[config.mk]
export PLATFORM = sky130hd
export DESIGN_NAME = edopc_ctrl
export DESIGN_NICKNAME = d
export VERILOG_FILES = /design/src/rtl/edopc_pkg.sv /design/src/rtl/edopc_ctrl.sv
export SDC_FILE = /design/constraint.sdc
export NUM_CORES = 1
export LEC_CHECK = 0
export BUFFER_PORTS_ARGS = -buffer_cell sky130_fd_sc_hd__buf_2
export CAP_MARGIN = 20
export CORE_MARGIN = 1.5
export CORE_UTILIZATION = 49
export CTS_CLUSTER_SIZE = 28
export DETAILED_ROUTE_END_ITERATION = 12
export PLACE_DENSITY_LB_ADDON = 0.15
export REMOVE_ABC_BUFFERS = 1
export SETUP_SLACK_MARGIN = 0.05
export SKIP_LAST_GASP = 1
export SLEW_MARGIN = 20
export SYNTH_ARGS = -nofsm -noshare
export SYNTH_HDL_FRONTEND = slang
export SYNTH_SLANG_ARGS = --single-unit
[constraint.sdc]
create_clock -name i_ref_clk -period 5.6 [get_ports i_ref_clk]
set_clock_uncertainty 0.05 [all_clocks]
set_input_delay 1.12 -clock i_ref_clk [delete_from_list [all_inputs] [get_ports i_ref_clk]]
set_output_delay 1.12 -clock i_ref_clk [all_outputs]
set_load 0.01 [all_outputs]
[src/rtl/edopc_pkg.sv]
// Constants and types for the page-mode memory controller
package edopc_pkg;

  // ---------------------------------------------------------------
  // Clock and device timing, nanoseconds except T_REF_MS (ms) and T_POWER_US (us)
  // ---------------------------------------------------------------
  localparam int CLK_NS      = 25;
  localparam int T_RAS_NS    = 60;
  localparam int T_RP_NS     = 40;
  localparam int T_CP_NS     = 10;
  localparam int T_CAS_NS    = 10;
  localparam int T_CSR_NS    = 10;
  localparam int T_RAC_NS    = 60;
  localparam int T_CAC_NS    = 15;
  localparam int T_AA_NS     = 30;
  localparam int T_RASP_NS   = 100000;
  localparam int T_REF_MS    = 16;
  localparam int T_POWER_US  = 200;

  // ---------------------------------------------------------------
  // Counts
  // ---------------------------------------------------------------
  localparam int ROW_W        = 10;
  localparam int ADDR_W       = 20;
  localparam int DATA_W       = 4;
  localparam int REF_ROWS     = 1024;
  localparam int WAKE_CYCLES  = 8;
  localparam int SYNC_STAGES  = 2;
  localparam int REF_LATE_MAX = 4;
  localparam int WAIT_W       = 14;

  function automatic int ceil_cyc(input int ns);
    int c;
    c = (ns + CLK_NS - 1) / CLK_NS;
    return (c < 1) ? 1 : c;
  endfunction : ceil_cyc

  function automatic int floor_cyc(input int ns);
    int c;
    c = ns / CLK_NS;
    return (c < 1) ? 1 : c;
  endfunction : floor_cyc

  function automatic int max2(input int a, input int b);
    return (a > b) ? a : b;
  endfunction : max2

  localparam int RAS_CYC   = ceil_cyc(T_RAS_NS);
  localparam int RP_CYC    = ceil_cyc(T_RP_NS);
  localparam int CP_CYC    = ceil_cyc(T_CP_NS);
  localparam int CSR_CYC   = ceil_cyc(T_CSR_NS);
  localparam int WR_CAS_CYC = ceil_cyc(T_CAS_NS);
  // Row strobe leads column strobe by two cycles
  localparam int RD_ACC_CYC = max2(max2(ceil_cyc(T_CAC_NS),
                                        ceil_cyc(T_AA_NS)),
                                   ceil_cyc(T_RAC_NS) - 2);
  localparam int RD_CAS_CYC = RD_ACC_CYC + SYNC_STAGES;
  localparam int RASP_CYC  = floor_cyc(T_RASP_NS);
  localparam int RASP_LIMIT = RASP_CYC - (RD_CAS_CYC + CP_CYC + 4);
  localparam int REF_TICK_CYC =
    (T_REF_MS * 1000000) / (REF_ROWS * CLK_NS);
  localparam int POWER_CYC = ceil_cyc(T_POWER_US * 1000);

  typedef enum logic [3:0] {
    S_POWER   = 4'h0,
    S_IDLE    = 4'h1,
    S_RAS     = 4'h2,
    S_COL     = 4'h3,
    S_CAS     = 4'h4,
    S_OPEN    = 4'h5,
    S_PRE     = 4'h6,
    S_REF_CAS = 4'h7,
    S_REF_RAS = 4'h8
  } edopc_state_t;

endpackage : edopc_pkg

[src/rtl/edopc_ctrl.sv]
// Controller driving a 1M x 4 page-mode dynamic memory over its pins
// What this block does
// - Send 20-bit address as row/column halves
// - Hold row active minimum; respect precharge
// - Hold column address stable during read
// - Space page and random cycles per grade
// - Write data valid before column strobe falls
// - 1024 refreshes within every 16 ms
// - Wait 200 us, then eight row cycles
// - Repeat wake-up when refresh budget exceeded
`timescale 1ns/1ps

module edopc_ctrl
  import edopc_pkg::*;
#(
  parameter int POWER_WAIT = POWER_CYC
) (
  // Clock and reset
  input  wire logic                i_ref_clk,
  input  wire logic                i_rst,
  // Request port
  input  wire logic                i_req_valid,
  output logic                     o_req_ready,
  input  wire logic                i_req_write,
  input  wire logic [ADDR_W-1:0]   i_req_addr,
  input  wire logic [DATA_W-1:0]   i_req_wdata,
  // Read data port
  output logic                     o_rd_valid,
  input  wire logic                i_rd_ready,
  output logic      [DATA_W-1:0]   o_rd_data,
  // Status
  output logic                     o_init_done,
  // Memory pins
  output logic      [ROW_W-1:0]    o_mux_address_pins,
  output logic                     o_row_strobe_n,
  output logic                     o_col_strobe_n,
  output logic                     o_write_strobe_n,
  output logic                     o_out_gate_n,
  input  wire logic [DATA_W-1:0]   i_nibble_data_pins,
  output logic      [DATA_W-1:0]   o_nibble_data_pins,
  output logic                     o_nibble_data_oe_n
);

  // ---------------------------------------------------------------
  // State and declarations
  // ---------------------------------------------------------------
  edopc_state_t              state;
  edopc_state_t              next_state;
  logic [WAIT_W-1:0]         wait_cnt;
  logic [WAIT_W-1:0]         next_wait;
  logic [WAIT_W-1:0]         ras_time;
  logic [9:0]                tick_cnt;
  logic [2:0]                ref_pend;
  logic [3:0]                wake_left;
  logic                      op_wr;
  logic [ADDR_W-1:0]         addr_r;
  logic [DATA_W-1:0]         din_s1;
  logic [DATA_W-1:0]         din_s2;
  logic [DATA_W-1:0]         fifo_mem [2];
  logic                      fifo_wp;
  logic                      fifo_rp;
  logic [1:0]                fifo_cnt;

  wire wait_done  = (wait_cnt == '0);
  wire ref_need   = (ref_pend != '0) || (wake_left != '0);
  wire same_row   = (i_req_addr[ADDR_W-1:ROW_W] == addr_r[ADDR_W-1:ROW_W]);
  wire fifo_room  = (fifo_cnt != 2'h2);
  wire can_start  = (state == S_IDLE) && !ref_need;
  wire can_page   = (state == S_OPEN) && wait_done && !ref_need
                    && same_row && (ras_time < WAIT_W'(RASP_LIMIT));
  wire accept     = i_req_valid && o_req_ready;
  wire next_wr    = accept ? i_req_write : op_wr;
  wire tick       = (tick_cnt == 10'(REF_TICK_CYC - 1));
  wire ref_done   = (state == S_REF_RAS) && wait_done;
  wire power_done = (state == S_POWER) && wait_done;
  wire rd_capture = (state == S_CAS) && wait_done && !op_wr;
  wire fifo_pop   = o_rd_valid && i_rd_ready;
  wire ref_late   = (ref_pend == 3'(REF_LATE_MAX));

  assign o_req_ready = (can_start || can_page) && fifo_room;
  assign o_rd_valid  = (fifo_cnt != 2'h0);
  assign o_rd_data   = fifo_mem[fifo_rp];
  assign o_init_done = (state != S_POWER);

  // ---------------------------------------------------------------
  // Sequencer
  // ---------------------------------------------------------------
  always_comb begin
    next_state = state;
    next_wait  = wait_done ? '0 : wait_cnt - 1'b1;
    case (state)
      S_POWER: begin
        if (wait_done) next_state = S_IDLE;
      end
      S_IDLE: begin
        if (ref_need) begin
          next_state = S_REF_CAS;
          next_wait  = WAIT_W'(CSR_CYC - 1);
        end else if (accept) begin
          next_state = S_RAS;
        end
      end
      S_RAS: next_state = S_COL;
      S_COL: begin
        next_state = S_CAS;
        next_wait  = op_wr ? WAIT_W'(WR_CAS_CYC - 1)
                           : WAIT_W'(RD_CAS_CYC - 1);
      end
      S_CAS: begin
        if (wait_done) begin
          next_state = S_OPEN;
          next_wait  = WAIT_W'(CP_CYC - 1);
        end
      end
      S_OPEN: begin
        if (wait_done) begin
          if (accept) begin
            next_state = S_COL;
          end else if (ref_need || i_req_valid
                       || ras_time >= WAIT_W'(RASP_LIMIT)) begin
            next_state = S_PRE;
            next_wait  = WAIT_W'(RP_CYC - 1);
          end
        end
      end
      S_PRE: begin
        if (wait_done) next_state = S_IDLE;
      end
      S_REF_CAS: begin
        if (wait_done) begin
          next_state = S_REF_RAS;
          next_wait  = WAIT_W'(RAS_CYC - 1);
        end
      end
      S_REF_RAS: begin
        if (wait_done) begin
          next_state = S_PRE;
          next_wait  = WAIT_W'(RP_CYC - 1);
        end
      end
      default: next_state = S_IDLE;
    endcase
  end

  // ---------------------------------------------------------------
  // Next pin values, registered below
  // ---------------------------------------------------------------
  wire ras_low_n = (next_state == S_RAS) || (next_state == S_COL)
                   || (next_state == S_CAS) || (next_state == S_OPEN)
                   || (next_state == S_REF_RAS);
  wire cas_low_n = (next_state == S_CAS) || (next_state == S_REF_CAS)
                   || (next_state == S_REF_RAS);
  wire col_phase = (next_state == S_COL) || (next_state == S_CAS);
  wire [ADDR_W-1:0] next_addr = accept ? i_req_addr : addr_r;
  wire [ROW_W-1:0]  row_half  = next_addr[ADDR_W-1:ROW_W];
  wire [ROW_W-1:0]  col_half  = next_addr[ROW_W-1:0];

  always_ff @(posedge i_ref_clk) begin
    if (i_rst) begin
      state    <= S_POWER;
      wait_cnt <= WAIT_W'(POWER_WAIT - 1);
    end else begin
      state    <= next_state;
      wait_cnt <= next_wait;
    end
  end

  always_ff @(posedge i_ref_clk) begin
    if (i_rst) begin
      o_row_strobe_n     <= 1'b1;
      o_col_strobe_n     <= 1'b1;
      o_write_strobe_n   <= 1'b1;
      o_out_gate_n       <= 1'b1;
      o_nibble_data_oe_n <= 1'b1;
    end else begin
      o_row_strobe_n     <= !ras_low_n;
      o_col_strobe_n     <= !cas_low_n;
      o_write_strobe_n   <= !(next_wr && col_phase);
      o_out_gate_n       <= !(!next_wr && next_state == S_CAS);
      o_nibble_data_oe_n <= !(next_wr && col_phase);
    end
  end

  always_ff @(posedge i_ref_clk) begin
    if (i_rst) begin
      o_mux_address_pins <= '0;
      o_nibble_data_pins <= '0;
      addr_r             <= '0;
      op_wr              <= 1'b0;
    end else begin
      if (next_state == S_RAS) o_mux_address_pins <= row_half;
      if (col_phase) o_mux_address_pins <= col_half;
      if (accept) begin
        addr_r             <= i_req_addr;
        op_wr              <= i_req_write;
        o_nibble_data_pins <= i_req_wdata;
      end
    end
  end

  // ---------------------------------------------------------------
  // Refresh budget and wake-up
  // ---------------------------------------------------------------
  always_ff @(posedge i_ref_clk) begin
    if (i_rst) begin
      tick_cnt  <= '0;
      ref_pend  <= '0;
      wake_left <= '0;
      ras_time  <= '0;
    end else begin
      tick_cnt <= tick ? '0 : tick_cnt + 1'b1;
      if (power_done || ref_late) begin
        wake_left <= 4'(WAKE_CYCLES);
        ref_pend  <= '0;
      end else if (ref_done && wake_left != '0) begin
        wake_left <= wake_left - 1'b1;
        ref_pend  <= ref_pend + 3'(tick);
      end else if (state != S_POWER) begin
        ref_pend <= ref_pend + 3'(tick) - 3'(ref_done);
      end
      if (next_state == S_RAS) ras_time <= '0;
      else if (ras_time != '1) ras_time <= ras_time + 1'b1;
    end
  end

  // ---------------------------------------------------------------
  // Read data: pin sync and two-entry buffer
  // ---------------------------------------------------------------
  always_ff @(posedge i_ref_clk) begin
    din_s1 <= i_nibble_data_pins;
    din_s2 <= din_s1;
    if (rd_capture) fifo_mem[fifo_wp] <= din_s2;
  end

  always_ff @(posedge i_ref_clk) begin
    if (i_rst) begin
      fifo_wp  <= 1'b0;
      fifo_rp  <= 1'b0;
      fifo_cnt <= '0;
    end else begin
      if (rd_capture) fifo_wp <= !fifo_wp;
      if (fifo_pop) fifo_rp <= !fifo_rp;
      fifo_cnt <= fifo_cnt + 2'(rd_capture) - 2'(fifo_pop);
    end
  end

endmodule : edopc_ctrl

# After elaboration in Yosys (flattened, before gate mapping)
# Memories as Yosys holds them, arrays and structs flattened. A register that Yosys moved wholly into a read port is not among the register bits.
# Cells that the tools add are included.
# Widths: inputs -> output; s select.
[totals]
out_inout_bits = 26
word_cells = 131
n_memories = 1
ram_bits = 8
register_bits = 100
inputBits = 33
[classes]
n_lt_le_gt_ge = 2
eq_ne = 19
n_reduce_logical = 49
n_mux = 32
addsub = 8
[mem_list]
columns = ["memory", "words", "word_bits", "rd", "rd_ports_with_merged_regs", "write_ports", "line_no", "source"]
rows = [
  ["fifo_mem", 2, 4, 1, 1, 1, "edopc_ctrl.sv:59", "logic [DATA_W-1:0] fifo_mem [2];"],
]
[op_table]
columns = ["op", "count"]
rows = [
  ["$mux 14", 8],
  ["$pmux 14 s6", 1],
  ["$mux 4", 11],
  ["$pmux 4 s8", 1],
  ["$eq 4x3->1 const B", 7],
  ["$mux 10", 2],
  ["$mux 20", 1],
  ["$eq 4x2->1 const B", 4],
  ["$logic_and 1x1->1", 15],
  ["$add 14x1->14 const B", 1],
  ["$ge 14x12->1 const B", 1],
  ["$logic_not 14->1", 1],
  ["$lt 14x12->1 const B", 1],
  ["$ne 14x14->1 const B", 1],
  ["$sub 14x1->14 const B", 1],
  ["$logic_or 1x1->1", 12],
  ["$add 10x1->10 const B", 1],
  ["$eq 10x10->1", 1],
  ["$eq 10x10->1 const B", 1],
  ["$logic_not 1->1", 9],
  ["$eq 4x4->1 const B", 2],
  ["$reduce_bool 2->1", 4],
  ["$reduce_bool 4->1", 2],
  ["$reduce_or 2->1", 4],
  ["13 further kinds", 18],
]

# Depth between registers and ports, before layout
# Gate-level depths: netlist of run 1.
[logic_depth]
depth_word = 18
ltp_mapped = 13
mapped_depth_nobuf = 12

# Worst setup path before layout of run 1
# Ideal clock, no wire load.
[synth_timing]
path_kind = "in2out"
startpoint = "input i_req_addr[14]"
endpoint = "output o_req_ready"
setup_slack_ps = 2464
arrival_ps = 1966
required_time_ps = 4430
stages = 5
path_buffers = 0
path_cell_list = "xnor2_1 -> nand4_1 -> nor3_1 -> a32oi_1 -> a21oi_1"
[synth_via]
elab_chain_cells = 5
[synth_lines]
columns = ["element", "line_no", "source"]
rows = [
  ["start: declaration", "edopc_ctrl.sv:25", "input wire logic [ADDR_W-1:0] i_req_addr,"],
  ["$eq 10x10->1", "edopc_ctrl.sv:66", "wire same_row = (i_req_addr[ADDR_W-1:ROW_W] == addr_r[ADDR_W-1:ROW_W]);"],
  ["$logic_and 1x1->1 (2 in series)", "edopc_ctrl.sv:70", "&& same_row && (ras_time < WAIT_W'(RASP_LIMIT));"],
  ["$logic_or 1x1->1", "edopc_ctrl.sv:80", "assign o_req_ready = (can_start || can_page) && fifo_room;"],
  ["$logic_and 1x1->1", "edopc_ctrl.sv:80", ""],
  ["end: declaration", "edopc_ctrl.sv:23", "output logic o_req_ready,"],
]
# No other way between the ends.

# Final worst setup path of run 1
[layout_timing]
startpoint = "register state[2]"
endpoint = "output o_req_ready"
[layout_via]
elab_chain_cells = 7
elab_cells_between_ends = 9
cone_classes = "2 x eq/ne; 7 x reduce/logical"
[layout_lines]
columns = ["element", "line_no", "source"]
rows = [
  ["start: declaration", "edopc_ctrl.sv:47", "edopc_state_t state;"],
  ["start signal: assignment", "edopc_ctrl.sv:163", "state <= next_state;"],
  ["$eq 4x3->1", "edopc_ctrl.sv:69", "wire can_page = (state == S_OPEN) && wait_done && !ref_need"],
  ["$logic_and 1x1->1 (2 in series)", "edopc_ctrl.sv:69", ""],
  ["$logic_and 1x1->1 (2 in series)", "edopc_ctrl.sv:70", ""],
  ["$logic_or 1x1->1 *", "edopc_ctrl.sv:80", ""],
  ["$logic_and 1x1->1 *", "edopc_ctrl.sv:80", ""],
]
# Every way passes the cells marked *; elsewhere a longest branch is shown, timed or not.

==> results of run 1 <==
final timing paths:
check / depth (start not counted) / to / start
worst min-delay path: 0 / din_s2[0] / din_s1[0]
worst max register to register: 8 / o_mux_address_pins[6] / state[2]
worst max-delay path: 6 / o_req_ready / state[2]
worst min register to register: 0 / din_s2[0] / din_s1[0]
flip-flops by register name (all words and copies together), names as in the netlist, 4 cells and up, named ones only:
name,flops
tick_cnt,10
ras_time,14
state,4
o_nibble_data_pins,4
din_s1,4
wake_left,4
addr_r,20
wait_cnt,14
o_mux_address_pins,10
din_s2,4
fifo_mem,8
synth_stat cells (all sizes together), types with 15 or more instances:
library cell	instances
a21oi	43
clkbuf	20
dfxtp	101
inv	19
nand2	76
nand3	19
nor2	60
nor3	15
o21ai	20
xnor2	24
xor2	19
cell families after synthesis:
family          after synthesis  share of synthesized area
mux                           8                     0.0177
xor+xnor                     43                     0.0771
compound gates              106                      0.142
flops                       109                      0.463
buf+inv                      45                     0.0389
fa+ha+maj                    12                     0.0307
simple gates                234                      0.230
per-stage QoR:
stage | instances | instance area, µm² | hold slack (ns) | power (mW) | setup WS, ns
final | 739 | 5430 | 0.292 | 1.55 | 1.82
after global routing | 739 | 5430 | 0.296 | 1.63 | 1.57
after CTS | 739 | 5430 | 0.294 | 1.57 | 1.77
after detailed placement | 723 | 5230 | 0.266 | 1.10 | 1.82
after global placement | 723 | 5230 | 0.261 | 1.10 | 1.90
after floorplan | 531 | 4760 | 0.260 | 1.01 | 2.46
per-layer routing:
layer  wire length (µm)  part of all wire
met5                  0                 0
met2               4590              0.47
met4                166             0.017
met1               4750              0.48
met3                354             0.036
power by group:
part,switching (mW),internal [mW],leakage [nW]
Combinational,0.106,0.109,1.08
Clock,0.295,0.177,0.0985
Sequential,0.0324,0.833,0.893
area by class of cell:
| type | count | area [µm²] |
|---|---|---|
| inverter | 19 | 71.3 |
| multi-input combinational | 403 | 2440 |
| tap | 133 | 166 |
| clock inverter | 7 | 75.1 |
| fill | 924 | 4300 |
| clock buffer | 9 | 124 |
| sequential | 109 | 2260 |
| timing repair buffer | 59 | 298 |
worst max-delay path: stages (launching register included):
cell      delay (ns)
dfxtp_1         0.58
nor4bb_1        0.59
nand4_1         0.16
nor3_1          0.34
a32oi_1         0.19
a21oi_1         0.21
buf_2           0.16
==> results by group, run 1 <==
STA
  – Fmax: 264 MHz
  – Setup TNS: 0 ns
  – Slew Limit Fails: 0
  – Rel. slew slack: 0.284
  – Fin crit share: 0.676
  – # setup viols final: 0
  – Minimum clock period: ~3.8 ns
  – Hold Vio Cnt, Final: 0
  – RSZ-0062 raised after global routing: no
  – Tightest Pin Transition: about 1.1 ns

Clock tree
  – Root buffer cell: clkbuf_8
  – # hold bufs at CTS: 0
  – CTS Buf Count: 9
  – Clock latency on the worst-skew pair: about 0.4 ns
  – Worst-case clock buffer depth: 2
  – Resize count post-CTS: 0
  – Clock Sinks: 109
  – CTS clk-pin slew, worst paths: 0.12 ns
  – Postcts setup bufs: 0
  – CTS tree: built
  – CTS H-tree lvls: 3

Synthesis
  – Top cells by area, synth: dfxtp_1, nand2_1, edfxtp_1
  – Mapped Cells: 557
  – Netlist Area Pre-Place: slightly below 5000 µm²
  – #FFs+latches synth: 109
  – Avg Inst Size Synth: 8.77 µm²
  – Post-synth top area share: 0.414
  – Synthesis Warnings: 0
  – Post-synthesis sequential area ratio: 0.463
  – Post-synth EDFFs: 8
  – Largest area contributor in the netlist: dfxtp_1
  – Main flop type after synthesis: dfxtp_1
  – Synth cell types: 57
  – Async set-reset flop share out of synthesis: 0

Cells and area
  – Layout cells sized above 1: 0.150
  – Diode count: 0
  – Final Util: 0.559
  – Nets: 646
  – Most frequent cells in the layout: dfxtp_1, nand2_1, nor2_1
  – Leading cell type in the layout, fill and taps excluded: dfxtp_1
  – Area grow syn2layout: 11.3%

Setup path
  – Crit. End Element: primary output
  – Reg-to-reg setup timing slack: a little over 2 ns
  – Crit path kind: flip-flop to primary output
  – CP Launch Type: flip-flop
  – Max Fanout on Critical Path: 13
  – Req. time, crit path: 4.43 ns
  – Critical Path AT: 2.61 ns

Die
  – Die Span X: a little over 100 µm
  – Die ar.: 10600 µm²
  – Placement Rows: 36
  – Die height: 103 µm
  – Starting density of the core: 0.502
  – I/O pins: 59
  – CORE AREA: 9730 µm²

Global routing
  – First-pass GRT wire length: 16100 µm
  – Largest net degree at the start of global routing: 71
  – Vias in the first global route: between 3000 and 4000
  – Initial antenna violation count: 0
  – Grt ovf: 0
  – Most used routing layer: met2
  – GRT Util Overall: 0.194
  – M3 GR Usage: 0.0312
  – GR Util met2: 0.305
  – Global-route track usage on met1: 0.265

Pwr
  – Pwr dens: 286 nW/µm²
  – Leak: roughly 2.1 nW
  – VDD IR max: between 150 and 200 µV

Detailed routing
  – Routed via count: 3913
  – TritonRoute pass-1 iters: 5
  – Routed WL per cell: 13.3 µm
  – Vias per std cell: 5.29
  – DRC violations left: 0
  – DRT iter0 DRCs: between 150 and 200
  – Final WL: roughly 10000 µm
  – Post-route ant nets: 0

Placement
  – DP HPWL: 6920 µm
  – Gpl congestion: ~0.8
  – Port Buffer Count: 58

Job
  – Max_cap viols: 0

Hold path
  – HP Class: flip-flop to flip-flop

Outcome
  – Status: completed
Power figures use the tool's default switching activity.
==> run 2, diff against run 1 <==
==> constraint.sdc (replaced) <==
create_clock -name i_ref_clk -period 3.9 [get_ports i_ref_clk]
set_clock_uncertainty 0.05 [all_clocks]
set_input_delay 0.78 -clock i_ref_clk [delete_from_list [all_inputs] [get_ports i_ref_clk]]
set_output_delay 0.78 -clock i_ref_clk [all_outputs]
set_load 0.01 [all_outputs]
==> run 2 against run 1 <==
Against the previous run:
- sequential share of layout area down 0.50 points
- core utilization up 0.68 points
- non-clock buffer count up 6
- worst setup slack worse by 1.3 ns
- hold slack worse by 0.0036 ns
- sequential power up 43%
==> results by group, run 2 (synthesis gave the netlist of run 1 again) <==
Die
  – Die ar.: 10600 µm²
  – CORE AREA: 9730 µm²
  – Placement Rows: 36
  – Die Span X: 103 µm
  – I/O pins: 59
  – Starting density of the core: 0.502
  – Die height: 103 µm

STA
  – Setup ws final: 0.522 ns
  – Minimum clock period: roughly 3.4 ns
  – Hold Vio Cnt, Final: 0
  – Fmax: 296 MHz
  – Rel. slew slack: 0.291
  – Slew Limit Fails: 0
  – Tightest Pin Transition: 1.05 ns
  – RSZ-0062 raised after global routing: no
  – # setup viols final: 0
  – Fin crit share: 0.866
  – Setup TNS: 0 ns

Outcome
  – Status: completed

Setup path
  – Critical path's slowest cell: or4_4
  – R2r worst-path depth: 11
  – Worst path cell trace: inv_1 -> ha_1 -> nor3b_2 -> nand2_1 -> a2111oi_2 -> nand2_1 -> a311o_1 -> or4_4 -> a21boi_1 -> buf_4 -> o221a_1
  – Critical Path AT: 3.61 ns
  – Worst Path Buf+Inv: 2
  – CP Launch Type: flip-flop
  – Cell mode on critical path: nand2_1
  – Critical path endpoint: o_mux_address_pins[5]
  – Crit. End Element: flip-flop
  – Reg2reg start: wake_left[0]
  – Critical path depth: 11
  – Max Fanout on Critical Path: 11
  – Reg-to-reg setup timing slack: 0.52 ns
  – Crit path from: wake_left[0]
  – Worst r2r dst: o_mux_address_pins[5]
  – CP top delay family: compound AO/OA/AOI/OAI gates
  – CP peak stage delay: 0.54 ns
  – Req. time, crit path: 4.13 ns
  – Crit path kind: flip-flop to flip-flop

Detailed routing
  – Post-route ant nets: 0
  – DRC violations left: 0
  – DRT iter0 DRCs: between 200 and 250
  – Routed WL per cell: 13.4 µm
  – TritonRoute pass-1 iters: 5
  – Routed via count: 3944
  – Final WL: 9960 µm
  – Vias per std cell: 5.29

Cells and area
  – Nets: 652
  – Leading cell type in the layout, fill and taps excluded: dfxtp_1
  – Diode count: 0
  – Regs by FF count: addr_r (20), ras_time (14), wait_cnt (14)
  – Layout cells sized above 1: 0.157
  – Top reg by flops: addr_r
  – Largest register FFs: 20
  – Filler Cell Count: between 900 and 1000
  – Most frequent cells in the layout: dfxtp_1, nand2_1, nor2_1
  – Final Util: 0.565
  – Area grow syn2layout: 12.6%

Clock tree
  – # hold bufs at CTS: 0
  – CTS tree: built
  – Clock Sinks: 109
  – Resize count post-CTS: 0
  – CTS clk-pin slew, worst paths: ~0.11 ns
  – CTS H-tree lvls: 3
  – Clock latency on the worst-skew pair: 0.38 ns
  – CTS Buf Count: 9
  – Postcts setup bufs: 0
  – Root buffer cell: clkbuf_8
  – Worst-case clock buffer depth: 2

Pwr
  – Tot Pwr: 2.28 mW
  – VDD IR max: 197 µV
  – Leak: between 2 and 2.5 nW
  – Pwr dens: ~410 nW/µm²

Placement
  – DP HPWL: 7180 µm
  – Gpl congestion: 0.832
  – Port Buffer Count: 58
  – Pre-CTS WS: 0.578 ns

Global routing
  – Initial antenna violation count: 0
  – Largest net degree at the start of global routing: 32
  – Vias in the first global route: 3614
  – GRT Util Overall: 0.198
  – First-pass GRT wire length: 16400 µm
  – Grt ovf: 0

Hold path
  – HP Class: flip-flop to flip-flop

Job
  – Max_cap viols: 0
[run 2: how the worst min path moves through the flow]
stage / end / startpoint / cells past startpoint / slack, ns
after floorplan: din_s2[0] / din_s1[0] / 0 / 0.26
after global placement: din_s2[1] / din_s1[1] / 0 / 0.26
after detailed placement: din_s2[2] / din_s1[2] / 0 / 0.26
after CTS: din_s2[2] / din_s1[2] / 0 / 0.29
after global routing: din_s2[0] / din_s1[0] / 0 / 0.30
final: din_s2[2] / din_s1[2] / 0 / 0.29
[run 2: area by class of cell]
cell class | count | area, µm² | area share
timing repair buffer | 65 | 355 | 0.0646
multi-input combinational | 403 | 2430 | 0.442
inverter | 19 | 71.3 | 0.0130
clock inverter | 7 | 90.1 | 0.0164
clock buffer | 9 | 124 | 0.0225
tap | 133 | 166 | 0.0303
sequential | 109 | 2260 | 0.411
[run 2: report_power, final]
part,internal (mW),switching [mW]
Clock,0.311,0.407
Combinational,0.159,0.155
Sequential,1.20,0.0473
Total,1.67,0.609
[run 2: through the flow]
stage	cells	instance area (µm²)	hold WS (ns)
final	745	5500	0.288
after global routing	745	5500	0.299
after CTS	745	5500	0.288
after detailed placement	729	5290	0.263
after global placement	729	5290	0.259
after floorplan	531	4760	0.260
[run 2: routing by layer]
| metal | global-route usage | vias up | part of all wire | routed length (µm) |
|---|---|---|---|---|
| met5 | 0 | - | 0 | 0 |
| met4 | 0.0956 | 0 | 0.022 | 221 |
| met3 | 0.0298 | 19 | 0.046 | 461 |
| li1 | - | 2014 | - | - |
| met2 | 0.316 | 100 | 0.46 | 4560 |
| met1 | 0.263 | 1811 | 0.47 | 4720 |
[run 2: worst reg2reg max path, stage by stage, from the launching register on]
cell and delay, ns:
dfxtp_1 0.35, inv_1 0.09, ha_1 0.14, nor3b_2 0.22, nand2_1 0.15, a2111oi_2 0.50
nand2_1 0.17, a311o_1 0.47, or4_4 0.54, a21boi_1 0.15, buf_4 0.18, o221a_1 0.27
